<file path="config.mk">
export PLATFORM = sky130hd
export DESIGN_NAME = igu_input_gain_ctrl
export DESIGN_NICKNAME = d
export VERILOG_FILES = /design/src/igu_pkg.sv /design/src/igu_apply_gate.sv /design/src/igu_input_gain_ctrl.sv
export SDC_FILE = /design/constraint.sdc
export NUM_CORES = 1
export LEC_CHECK = 0
export BUFFER_PORTS_ARGS = -buffer_cell sky130_fd_sc_hd__clkbuf_2
export CORE_AREA = 2 2 71 73
export DETAILED_ROUTE_END_ITERATION = 16
export DIE_AREA = 0 0 73 75
export GPL_ROUTABILITY_DRIVEN = 0
export PLACE_DENSITY_LB_ADDON = 0.15
export SLEW_MARGIN = 25
export SYNTH_ARGS = -nofsm -noshare
export SYNTH_HDL_FRONTEND = slang
export SYNTH_SLANG_ARGS = --single-unit
</file>
<file path="constraint.sdc">
create_clock -name i_clock -period 1.79 [get_ports i_clock]
set_input_delay 0.179 -clock i_clock [delete_from_list [all_inputs] [get_ports i_clock]]
set_output_delay 0.179 -clock i_clock [all_outputs]
set_load 0.01 [all_outputs]
</file>
<file path="src/igu_pkg.sv">
package igu_pkg;

  // gain code: 6 bits, code 0 = -12 dB, +0.75 dB per step, 63 = +35.25 dB
  localparam int unsigned GAIN_W        = 6;
  localparam logic [5:0]  GAIN_MIN_CODE = 6'h00;
  localparam logic [5:0]  GAIN_MAX_CODE = 6'h3f;
  localparam logic [5:0]  GAIN_RST      = 6'h10; // 0 dB after reset

  // gain control word layout (9 bits per channel)
  localparam int unsigned CTRL_W        = 9;
  localparam int unsigned GAIN_LSB      = 0;
  localparam int unsigned UNMUTE_BIT    = 6;
  localparam int unsigned ZC_EN_BIT     = 7;
  localparam int unsigned UPDATE_BIT    = 8;
  localparam logic        UNMUTE_RST    = 1'b1;
  localparam logic        ZC_EN_RST     = 1'b0;

  // timeout window in slow timer periods: force after 3 ticks,
  // which falls between 2 and 3 periods of the pending start
  localparam logic [1:0]  TMO_TICKS     = 2'h3;

  // per channel input select bits
  localparam int unsigned SEL_POS_BIT   = 0;
  localparam int unsigned SEL_NEG_BIT   = 1;
  localparam int unsigned SEL_LINE_BIT  = 2;

  localparam int unsigned NUM_CH        = 2;
  localparam int unsigned CH_LEFT       = 0;
  localparam int unsigned CH_RIGHT      = 1;

  typedef enum logic [1:0] {IGU_IDLE, IGU_WAIT_ZC} igu_ch_state_t;

endpackage : igu_pkg

</file>
<file path="src/igu_apply_gate.sv">
`timescale 1ns/1ps
`default_nettype none
// ***********************************************************************
// per channel gate: decides when a requested gain change takes effect
// ***********************************************************************
module igu_apply_gate
  import igu_pkg::*;
(
  input  wire logic i_clock,
  input  wire logic i_rst_n,
  input  wire logic i_req,
  input  wire logic i_zc_en,
  input  wire logic i_zero_cross,
  input  wire logic i_tmo_en,
  input  wire logic i_slow_tick,
  output logic      o_apply,
  output logic      o_waiting
);

  igu_ch_state_t state_q;
  logic [1:0]    tick_cnt_q;
  logic          timed_out;

  assign timed_out = i_tmo_en && i_slow_tick && (tick_cnt_q == TMO_TICKS - 2'h1);

  // apply at once without zero-cross gating, else at crossing or timeout
  always_comb begin
    o_apply = 1'b0;
    unique case (state_q)
      IGU_IDLE:    o_apply = i_req && !i_zc_en;
      IGU_WAIT_ZC: o_apply = i_zero_cross || timed_out || !i_zc_en;
      default:     o_apply = 1'b0;
    endcase
  end
  assign o_waiting = (state_q == IGU_WAIT_ZC);

  // wait state, a fresh request while waiting simply keeps waiting
  always_ff @(posedge i_clock) begin
    if (!i_rst_n) begin
      state_q <= IGU_IDLE;
    end else if (state_q == IGU_IDLE) begin
      if (i_req && i_zc_en) begin
        state_q <= IGU_WAIT_ZC;
      end
    end else if (o_apply && !i_req) begin
      state_q <= IGU_IDLE;
    end
  end

  // slow tick counter, restarts on each new wait; counts only pulses
  always_ff @(posedge i_clock) begin
    if (!i_rst_n || state_q == IGU_IDLE || i_req) begin
      tick_cnt_q <= 2'h0;
    end else if (i_slow_tick && i_tmo_en) begin
      tick_cnt_q <= tick_cnt_q + 2'h1;
    end
  end

endmodule : igu_apply_gate
`default_nettype wire

</file>
<file path="src/igu_input_gain_ctrl.sv">
`timescale 1ns/1ps
`default_nettype none
// Overview of operation
// - gain spans -12 to +35.25 dB, 0.75 steps
// - per channel gain, mute, update, zero-cross word
// - update bit acts on write, never stored
// - write without update stays pending only
// - update write applies both channels' pending gains
// - zero-cross enable delays change until crossing
// - zero-cross disabled applies change immediately
// - timeout forces pending change after ticks
// - level control acts as another gain writer
// - positive select: pin to amp or tie-off
// - negative select: pin to amp or tie-off
// - three sources: positive, negative, line input
// - path passes only with mix/boost powered
// - mute active when control bit 6 clear
module igu_input_gain_ctrl
  import igu_pkg::*;
(
  input  wire logic              i_clock,
  input  wire logic              i_rst_n,
  // software writes, one strobe per channel
  input  wire logic [1:0]        i_gain_ctrl_wr,
  input  wire logic [CTRL_W-1:0] i_left_gain_ctrl,
  input  wire logic [CTRL_W-1:0] i_right_gain_ctrl,
  // level control writer, one strobe per channel
  input  wire logic [1:0]        i_auto_level_control_en,
  input  wire logic [1:0]        i_auto_level_wr,
  input  wire logic [GAIN_W-1:0] i_left_auto_gain,
  input  wire logic [GAIN_W-1:0] i_right_auto_gain,
  // zero crossing and timeout
  input  wire logic [1:0]        i_zero_cross,
  input  wire logic              i_zero_cross_timeout_ctrl,
  input  wire logic              i_slow_tick,
  // input select and power
  input  wire logic [2:0]        i_left_amp_input_select,
  input  wire logic [2:0]        i_right_amp_input_select,
  input  wire logic [1:0]        i_amp_power,
  input  wire logic [1:0]        i_mix_boost_power,
  // readback and analog controls
  output logic [CTRL_W-1:0]      o_left_gain_ctrl_rd,
  output logic [CTRL_W-1:0]      o_right_gain_ctrl_rd,
  output logic [GAIN_W-1:0]      o_left_active_gain,
  output logic [GAIN_W-1:0]      o_right_active_gain,
  output logic [1:0]             o_mute,
  output logic [1:0]             o_change_waiting,
  output logic [1:0]             o_mic_pos_in_sw,
  output logic [1:0]             o_mic_neg_in_sw,
  output logic [1:0]             o_line_level_in_sw,
  output logic [1:0]             o_mic_pos_in_tie,
  output logic [1:0]             o_mic_neg_in_tie,
  output logic [1:0]             o_amp_path_en
);

  // ***********************************************************************
  // per channel storage
  // ***********************************************************************
  logic [GAIN_W-1:0] pend_q   [NUM_CH];
  logic [GAIN_W-1:0] active_q [NUM_CH];
  logic [1:0]        unmute_q;
  logic [1:0]        zc_en_q;
  logic [1:0]        upd_strobe;
  logic [1:0]        apply;
  logic [CTRL_W-1:0] wr_word  [NUM_CH];
  logic [GAIN_W-1:0] auto_g   [NUM_CH];
  logic [2:0]        sel      [NUM_CH];

  assign wr_word[CH_LEFT]  = i_left_gain_ctrl;
  assign wr_word[CH_RIGHT] = i_right_gain_ctrl;
  assign auto_g[CH_LEFT]   = i_left_auto_gain;
  assign auto_g[CH_RIGHT]  = i_right_auto_gain;
  assign sel[CH_LEFT]      = i_left_amp_input_select;
  assign sel[CH_RIGHT]     = i_right_amp_input_select;

  // update bit is a write-time strobe only; either channel's update
  // write releases both channels' pending gains together
  function automatic logic upd_hit(input logic [1:0] wr,
                                   input logic [CTRL_W-1:0] lw,
                                   input logic [CTRL_W-1:0] rw);
    upd_hit = (wr[CH_LEFT] && lw[UPDATE_BIT]) ||
              (wr[CH_RIGHT] && rw[UPDATE_BIT]);
  endfunction : upd_hit

  assign upd_strobe = {2{upd_hit(i_gain_ctrl_wr, i_left_gain_ctrl,
                                 i_right_gain_ctrl)}};

  // ***********************************************************************
  // channel logic
  // ***********************************************************************
  genvar ch;
  generate
    for (ch = 0; ch < NUM_CH; ch = ch + 1) begin : g_ch
      logic auto_wr;
      logic zc_en_now;
      assign auto_wr = i_auto_level_wr[ch] && i_auto_level_control_en[ch];

      // a write carries its own zero-cross enable, so its change is gated
      // by the new setting rather than by the one it replaces
      assign zc_en_now = i_gain_ctrl_wr[ch] ? wr_word[ch][ZC_EN_BIT]
                                            : zc_en_q[ch];

      // pending gain: software word or level control; the 6-bit code
      // covers 64 codes, 0.75 dB apart, from -12 dB up to +35.25 dB
      always_ff @(posedge i_clock) begin
        if (!i_rst_n) begin
          pend_q[ch] <= GAIN_RST;
        end else if (auto_wr) begin
          pend_q[ch] <= auto_g[ch];
        end else if (i_gain_ctrl_wr[ch]) begin
          pend_q[ch] <= wr_word[ch][GAIN_LSB +: GAIN_W];
        end
      end

      // mute and zero-cross enable are plain stored bits
      always_ff @(posedge i_clock) begin
        if (!i_rst_n) begin
          unmute_q[ch] <= UNMUTE_RST;
          zc_en_q[ch]  <= ZC_EN_RST;
        end else if (i_gain_ctrl_wr[ch]) begin
          unmute_q[ch] <= wr_word[ch][UNMUTE_BIT];
          zc_en_q[ch]  <= wr_word[ch][ZC_EN_BIT];
        end
      end

      // level control changes are self-updating, so they request too
      igu_apply_gate u_gate (
        .i_clock      (i_clock),
        .i_rst_n      (i_rst_n),
        .i_req        (upd_strobe[ch] || auto_wr),
        .i_zc_en      (zc_en_now),
        .i_zero_cross (i_zero_cross[ch]),
        .i_tmo_en     (i_zero_cross_timeout_ctrl),
        .i_slow_tick  (i_slow_tick),
        .o_apply      (apply[ch]),
        .o_waiting    (o_change_waiting[ch])
      );

      // on apply during a write to this channel with either channel's update bit set take the
      // incoming word; a write meeting an apply with no update strobe releases the older pending gain
      always_ff @(posedge i_clock) begin
        if (!i_rst_n) begin
          active_q[ch] <= GAIN_RST;
        end else if (apply[ch]) begin
          if (auto_wr) begin
            active_q[ch] <= auto_g[ch];
          end else if (i_gain_ctrl_wr[ch] && upd_strobe[ch]) begin
            active_q[ch] <= wr_word[ch][GAIN_LSB +: GAIN_W];
          end else begin
            active_q[ch] <= pend_q[ch];
          end
        end
      end

      // switches: unselected mic pins rest on the bias tie-off
      assign o_mic_pos_in_sw[ch]    = sel[ch][SEL_POS_BIT];
      assign o_mic_pos_in_tie[ch]   = !sel[ch][SEL_POS_BIT];
      assign o_mic_neg_in_sw[ch]    = sel[ch][SEL_NEG_BIT];
      assign o_mic_neg_in_tie[ch]   = !sel[ch][SEL_NEG_BIT];
      assign o_line_level_in_sw[ch] = sel[ch][SEL_LINE_BIT];
      assign o_amp_path_en[ch] = i_amp_power[ch] && i_mix_boost_power[ch];
      assign o_mute[ch]        = !unmute_q[ch];
    end
  endgenerate

  // readback: the update bit always reads as zero
  assign o_left_gain_ctrl_rd  = {1'b0, zc_en_q[CH_LEFT], unmute_q[CH_LEFT],
                                 pend_q[CH_LEFT]};
  assign o_right_gain_ctrl_rd = {1'b0, zc_en_q[CH_RIGHT], unmute_q[CH_RIGHT],
                                 pend_q[CH_RIGHT]};
  assign o_left_active_gain   = active_q[CH_LEFT];
  assign o_right_active_gain  = active_q[CH_RIGHT];
endmodule : igu_input_gain_ctrl
`default_nettype wire

</file>
==> results of run 1 <==
## cell families after synthesis
kind of cell	Yosys count	synth area share [%]
AOI/OAI and AO/OA	45	18.3
xor gates and xnor gates	2	0.924
adders and majority gates	2	1.32
buffers and inverters	32	8.84
DFF	34	48.6
muxes	8	5.08
other	1	0.198
and+or+nand+nor	71	16.8
## power by group through the flow
stage                     sequential (W)  clock [W]  combinational [W]
after floorplan                 0.000994          0           0.000184
after global placement          0.000965          0           0.000396
after detailed placement        0.000964          0           0.000397
after CTS                       0.000947   0.000705           0.000401
after global routing            0.000954   0.000730           0.000446
final                           0.000947   0.000691           0.000405
## layout make-up
class	count	area, um^2
clock buffers	5	68.8
clock inverters	3	40.0
fillers	425	2070
inverters	15	56.3
multi-input cells	130	837
flip-flops and latches	34	922
well taps	54	67.6
repair buffers	110	598
## cell usage in the layout, fill, tap and decap left out, types with 9 or more instances in the layout
cell      Yosys  layout
a21oi_1      16      15
buf_4        10      19
clkbuf_2      0      91
dfxtp_1      10       9
edfxtp_1     24      24
inv_1        15      14
nand2_1      34      34
nand3_1      11      10
nor2_1       11      11
## worst max-delay path: stages, from the launching register on
cell      delay [ps]
dfxtp_2          330
inv_2             40
ha_2             170
nand4_1          140
buf_4            140
a311oi_4         100
buf_4            170
a32o_1           210
mux2_1           290
## sequential cells by signal, summed over array words and instances (netlist names)
| name | cells |
|---|---|
| o_left_gain_ctrl_rd | 2 |
| active_q | 12 |
| o_right_gain_ctrl_rd | 2 |
| pend_q | 12 |
| g_ch.u_gate.state_q | 2 |
| g_ch.u_gate.tick_cnt_q | 4 |
## per-layer routing
metal  GRT usage (%)  wire, um
met1            21.8      2020
met2            27.4      2260
met3            3.61       336
met4            9.05        81
met5               0         0
## through the flow
stage,utilization [%],TNS [ps],instances,hold slack [ps]
2_1_floorplan,-,0,196,305
3_3_place_gp,52.3,0,341,358
3_5_place_dp,52.3,-75.6,341,358
4_1_cts,54.7,-7.93,348,102
5_1_grt,55.6,-432,351,121
6_report,55.6,-70.1,351,108
## how the worst min path moves through the flow
stage	endpoint	slack (ps)	cells past startpoint
after floorplan	o_left_gain_ctrl_rd[6]	310	2
after global placement	o_line_level_in_sw[1]	360	0
after detailed placement	o_line_level_in_sw[1]	360	0
after CTS	o_left_gain_ctrl_rd[6]	100	3
after global routing	o_right_gain_ctrl_rd[6]	120	3
final	o_left_gain_ctrl_rd[6]	110	3
## cell usage after synthesis, types with 2 or more instances
cell	instances
nand2_1	34
edfxtp_1	24
a21oi_1	16
inv_1	15
nand3_1	11
nor2_1	11
buf_4	10
dfxtp_1	10
a221o_1	5
a32o_1	5
and2_1	5
mux2_1	5
o21ai_0	5
clkbuf_1	3
nor3_1	3
a211oi_1	2
and3_1	2
buf_2	2
ha_1	2
mux2_4	2
o211ai_1	2
xnor2_1	2
## repair_timing
| item | CTS | global route |
|---|---|---|
| endpoints found under the setup margin | 9 | 11 |
| resized for setup | 2 | 7 |
| buffers inserted | 0 | 3 |
| pin swaps | 1 | 3 |
| endpoints found under the hold margin | 0 | 0 |
==> flow_summary.yaml, run 1 <==
run_status:
  status: "finished with violations"
  violations: "setup timing"
critical_path:
  crit_type: "reg -> reg"
  arrival_ps: 1870
  critPathMaxFanout: 4
  regToRegSetupSlack_ps: -40
  r2r_cells: 8
  start_kind: "flop"
  endpoint_kind: "flop"
  setup.worst_path.end: "active_q[1][2]"
  required_ps: 1830
  r2r-start: "g_ch[1].u_gate.tick_cnt_q[0]"
  r2r-end: "active_q[1][2]"
  startpoint: "g_ch[1].u_gate.tick_cnt_q[0]"
logic_synthesis:
  synth_area_um2: 1900
  yosysWarnings: 0
  synth_edf_count: 24
  synth_top_area_share_pct: 38.0
  synthFlopType: "edfxtp_1"
  synth_area_leader_cell: "edfxtp_1"
  synth.avg_cell_area_um2: 9.72
  synth_cell_type_count: 41
  ys_seq_area_share_pct: 48.6
  synth-seq-cells: 34
  synthArstFlopShare_pct: 0
  synthTopCellsByArea: "edfxtp_1, dfxtp_1, nand2_1, a21oi_1, buf_4"
  netlist_instances: 195
die:
  fp-row-count: 25
  dieArea_um2: 5480
  dieHeight_um: 75
  io_pins: 98
  die_w_um: 73
  initial_core_util_pct: 40.7
  core_um2: 4660
hold_path:
  hold_start: "i_left_gain_ctrl[6]"
  hold_class: "in -> reg"
placed_design:
  postPlaceCellArea_um2: 2440
  io_buffers: 91
  place_hpwl_um: 3660
  pre_cts_ws_ps: -23.3
grt:
  antenna_found_initial: 0
  track_usage_pct: 17.1
  grt_overflow: 0
  grt_pass1_vias: 1628
  grt_pass1_wl_um: 7080
  grt_max_degree: 12
pwr:
  share_comb_of_total_power_pct: 19.8
  internal-power_w: 0.00151
  power.share.clock_pct: 33.8
  p_switching_w: 0.000534
  ir_worst_vdd_mv: 0.354
  netSwitchingFraction_pct: 26.2
  power.total_w: 0.00204
  seqPwrFrac_pct: 46.4
  power_leakage_nw: 1.27
  p_per_area_nw_per_um2: 789
cts:
  cts_tree: "yes"
  clk_pin_slew_worst_paths_ps: 70
  cts.path.max_buffers: 2
  cts_made_buffers: 5
  htreeDepth: 2
  ctsHoldBuffers: 0
  clock_latency_ps: 280
  cts_root_buf: "clkbuf_8"
  cts_sinks: 34
routing:
  routedWlPerCell_um: 13.4
  totalWireLength_um: 4700
  drc: 0
  vias: 1814
  dr.pass1.iters: 4
  antenna_left: 0
  viasPerCell: 5.17
  drt_iter0_markers: 117
layout:
  antenna_cells: 0
  nets: 350
  finalInstanceArea_um2: 2590
  area_growth_pct: 36.6
  drive_gt1_share_pct: 45.8
timing:
  rsz0062_at_grt: "true"
  fin_crit_sh_pct: 102
  tightest_slew_ps: 496
  skew_ps: 5.75
  fmax_mhz: 547
  final_max_slew_viol_count: 0
  relSlewSlack_pct: 66.8
  period_needed_ps: 1830
  hold_violations: 0
  setup_slack_ps: -39.1
  setup_viol: 3
flow_run:
  maxCapViolCount: 0
(Power assumes the default switching activity.)
==> run 2: changes to the inputs <==
RECOVER_POWER = 50   (was unset)
==> run 2 against run 1 <==
The run still ends with setup timing left. Die area stayed put. Sequential power hardly changed. Sequential cell count stayed put. Clock power hardly changed. Hold slack worse by 1.8 ps. Clock-buffer cell count stayed put. Largest cell class unchanged.
==> flow_summary.yaml, run 2 (synthesized netlist as in run 1, its figures left out) <==
cts:
  cts_root_buf: "clkbuf_8"
  ctsHoldBuffers: 0
  cts_made_buffers: 5
  clock_latency_ps: 280
  cts.path.max_buffers: 2
  clk_pin_slew_worst_paths_ps: 70
  htreeDepth: 2
  cts_tree: "yes"
  cts_sinks: 34
layout:
  final_common_cell: "clkbuf_2"
  drive_gt1_share_pct: 34.3
  fin_cells: 351
  area_growth_pct: 33.7
  antenna_cells: 0
  finalInstanceArea_um2: 2530
  nets: 350
  final_cell_mix: "clkbuf_2, nand2_1, clkbuf_1"
  reg_top3: "active_q x12, pend_q x12, g_ch.u_gate.tick_cnt_q x4"
placed_design:
  place_hpwl_um: 3660
  io_buffers: 91
  pre_cts_ws_ps: -23.3
  postPlaceCellArea_um2: 2440
  dpl.cell_count: 341
grt:
  grt_max_degree: 12
  track_usage_pct: 17.1
  grt_overflow: 0
  grt_pass1_vias: 1628
  antenna_found_initial: 0
  grt_pass1_wl_um: 7080
timing:
  setup_viol: 3
  relSlewSlack_pct: 66.4
  period_needed_ps: 1830
  final_max_slew_viol_count: 0
  tightest_slew_ps: 502
  rsz0062_at_grt: "true"
  skew_ps: 4.39
  fmax_mhz: 546
  fin_setup_tns_ps: -79.0
  setup_slack_ps: -39.9
  hold_violations: 0
  fin_crit_sh_pct: 102
die:
  initial_core_util_pct: 40.7
  dieArea_um2: 5480
  dieHeight_um: 75
  io_pins: 98
  core_um2: 4660
  fp-row-count: 25
  die_w_um: 73
critical_path:
  r2r-start: "g_ch[1].u_gate.tick_cnt_q[0]"
  slowest_delay_ps: 330
  start_kind: "flop"
  cpMostUsedCell: "buf_4"
  endpoint_kind: "flop"
  critPathMaxFanout: 4
  crit_type: "reg -> reg"
  startpoint: "g_ch[1].u_gate.tick_cnt_q[0]"
  required_ps: 1830
  arrival_ps: 1870
  slowest_stage: "dfxtp_2"
  path_cells: "inv_2 -> ha_2 -> nand4_1 -> buf_4 -> a311oi_4 -> buf_4 -> a32o_1 -> mux2_1"
pwr:
  netSwitchingFraction_pct: 26.3
  power_leakage_nw: 1.17
  internal-power_w: 0.00149
  share_comb_of_total_power_pct: 19.1
  ir_worst_vdd_mv: 0.354
  seqPwrFrac_pct: 46.8
  power.share.clock_pct: 34.1
  p_per_area_nw_per_um2: 799
  power.total_w: 0.00202
  p_switching_w: 0.000533
routing:
  routedWlPerCell_um: 13.4
  antenna_left: 0
  dr.pass1.iters: 6
  totalWireLength_um: 4700
  vias: 1817
  drt_iter0_markers: 126
  drc: 0
  viasPerCell: 5.18
run_status:
  violations: "setup timing"
  status: "finished with violations"
hold_path:
  hold_start: "i_left_gain_ctrl[6]"
  hold_class: "in -> reg"
flow_run:
  maxCapViolCount: 0
-- run 2: power groups by stage --
stage / Clock, W / Sequential [W] / Combinational (W)
floorplan: 0 / 0.000994 / 0.000184
global placement: 0 / 0.000965 / 0.000396
detailed placement: 0 / 0.000964 / 0.000397
CTS: 0.000705 / 0.000947 / 0.000401
global route: 0.000730 / 0.000954 / 0.000426
finish: 0.000691 / 0.000947 / 0.000387
-- run 2: routing by layer --
metal  track usage, %  wire length, um  vias up  share of wire, %
met3             3.61              289        9               6.1
li1                 -                -      891                 -
met5                0                0        -                 0
met2             27.4             2280       78                48
met1             21.8             2050      839                44
met4             9.05               81        0               1.7
-- run 2: cell type report --
type                    count  area, um^2
fillers                   450        2130
flip-flops and latches     34         922
multi-input cells         130         828
repair buffers            110         551
clock buffers               5        68.8
well taps                  54        67.6
inverters                  15        56.3
clock inverters             3        40.0
-- run 2: final timing paths --
path	to	slack, ps	depth (start not counted)
max	active_q[1][2]	-40	8
min reg2reg	g_ch[0].u_gate.tick_cnt_q[1]	510	2
max reg2reg	active_q[1][2]	-40	8
min	o_left_gain_ctrl_rd[6]	110	3
-- run 2: what timing repair did --
item / in CTS / in global routing
gates cloned: 0 / 0
resized for setup: 2 / 7
buffers inserted: 0 / 3
endpoints found under the setup margin: 9 / 11
pin swaps: 1 / 3
-- run 2: critical path, delay by kind of cell, from the launching register on --
| kind | cells | cell delay, ps |
|---|---|---|
| flops | 1 | 330 |
| simple gates | 1 | 140 |
| fa+ha+maj | 1 | 170 |
| buf+inv | 3 | 350 |
| mux | 1 | 290 |
| compound gates | 2 | 310 |
-- run 2: through the flow --
stage,hold slack [ps],utilization (%)
finish,106,54.4
floorplan,305,-
global placement,358,52.3
global route,121,54.4
CTS,102,54.7
detailed placement,358,52.3
==> run 3: changes to the inputs <==
GPL_TIMING_DRIVEN = 0   (was unset)
==> run 3 against run 2 <==
The run now ends clean. Combinational power is 3% higher. Non-clock buffer count up 1. Fmax is 4.6% higher. Register-to-register slack improved by 80 ps. Critical path type unchanged. Via count shrank 1.0%. Clock power down 20%. Largest power group unchanged. Critical path depth fell by 2.
==> flow_summary.yaml, run 3 (synthesized netlist as in run 1, its figures left out) <==
timing:
  fin_crit_sh_pct: 97.7
  period_needed_ps: 1750
  hold_violations: 0
  tightest_slew_ps: 488
  setup_viol: 0
  setup_slack_ps: 40.5
  skew_ps: 9.06
  final_max_slew_viol_count: 0
  relSlewSlack_pct: 67.2
  fmax_mhz: 572
cts:
  clk_pin_slew_worst_paths_ps: 70
  clock_latency_ps: 280
  htreeDepth: 2
  cts.path.max_buffers: 2
  cts_made_buffers: 5
  cts_sinks: 34
  cts_tree: "yes"
  cts_root_buf: "clkbuf_8"
critical_path:
  r2r_cells: 6
  critPathMaxFanout: 6
  regToRegSetupSlack_ps: 40
  arrival_ps: 1780
  crit_type: "reg -> reg"
  endpoint_kind: "flop"
  required_ps: 1820
  start_kind: "flop"
layout:
  antenna_cells: 0
  n_fill_cell: 440
  fin_cells: 352
  nets: 351
  seqCellArea_um2: 925
  final_cell_mix: "clkbuf_2, clkbuf_1, nand2_1"
  multi_input_area_um2: 906
  reg_top3: "active_q x12, pend_q x12, g_ch.u_gate.tick_cnt_q x4"
  drive_gt1_share_pct: 33.6
  area_growth_pct: 36.1
  final_common_cell: "clkbuf_2"
grt:
  grt_pass1_vias: 1622
  grt_pass1_wl_um: 7530
  track_usage_pct: 17.9
  grt_max_degree: 12
  antenna_found_initial: 0
  grt_overflow: 0
die:
  die_w_um: 73
  io_pins: 98
  dieArea_um2: 5480
  dieHeight_um: 75
  fp-row-count: 25
  core_um2: 4660
  initial_core_util_pct: 40.7
routing:
  vias: 1798
  viasPerCell: 5.11
  routedWlPerCell_um: 13.7
  drt_iter0_markers: 170
  antenna_left: 0
  totalWireLength_um: 4820
  dr.pass1.iters: 4
  drc: 0
pwr:
  power_leakage_nw: 1.13
  p_per_area_nw_per_um2: 737
  ir_worst_vdd_mv: 0.301
hold_path:
  hold_class: "in -> reg"
  whs_path_depth: 3
placed_design:
  io_buffers: 91
  dpl.cell_count: 341
  pre_cts_ws_ps: -205
  place_hpwl_um: 3570
run_status:
  status: "finished, final reports clean"
flow_run:
  maxCapViolCount: 0
run 3: final cells by class:
type                       count  area share [%]
clock inverter                 3           0.630
multi-input combinational    130            35.1
tap                           54            2.62
clock buffer                   5            2.67
timing repair buffer          94            16.9
sequential                    34            35.8
inverter                      15            2.18
buffer                        17            4.03
run 3: worst paths after layout:
| path | start | to |
|---|---|---|
| max reg2reg | g_ch[0].u_gate.tick_cnt_q[0] | active_q[0][3] |
| min reg2reg | g_ch[0].u_gate.tick_cnt_q[1] | g_ch[0].u_gate.tick_cnt_q[1] |
| min | i_left_gain_ctrl[6] | o_left_gain_ctrl_rd[6] |
| max | g_ch[0].u_gate.tick_cnt_q[0] | active_q[0][3] |
run 3: routing by layer:
layer,GRT usage [%],share of wire (%),up-vias
met5,0,0,-
met4,5.56,0.46,0
met3,3.35,6.7,2
met2,28.9,48,82
met1,24.5,45,823
li1,-,-,891
run 3: repair_timing:
item	in CTS	in global routing
endpoints found under the hold margin	0	0
gates resized for setup	8	15
buffers inserted	1	2
hold buffers	0	0
setup endpoints to repair	17	10
pin swaps	1	12
run 3: power by group:
| part | internal, W | leakage, nW | switching (W) |
|---|---|---|---|
| registers | 0.000917 | 0.337 | 0.0000315 |
| clock network | 0.000266 | 0.0416 | 0.000285 |
| logic | 0.000166 | 0.756 | 0.000234 |
run 3: critical path: stages (launching register included):
cell and delay (ps):
dfxtp_1 330, inv_1 70, ha_2 190, a31o_4 270, o21ai_4 190, a21oi_4 100
a221o_1 350
run 3: metrics by stage:
stage	hold slack [ps]	setup TNS [ps]	power (W)	utilization [%]	instance area [um^2]
after floorplan	305	0	0.00118	-	1900
after CTS	104	0	0.00192	54.8	2560
after global routing	126	-25.0	0.00200	55.4	2580
after global placement	399	-2050	0.00136	52.0	2420
after detailed placement	407	-1850	0.00136	52.0	2420
final	108	0	0.00190	55.4	2580
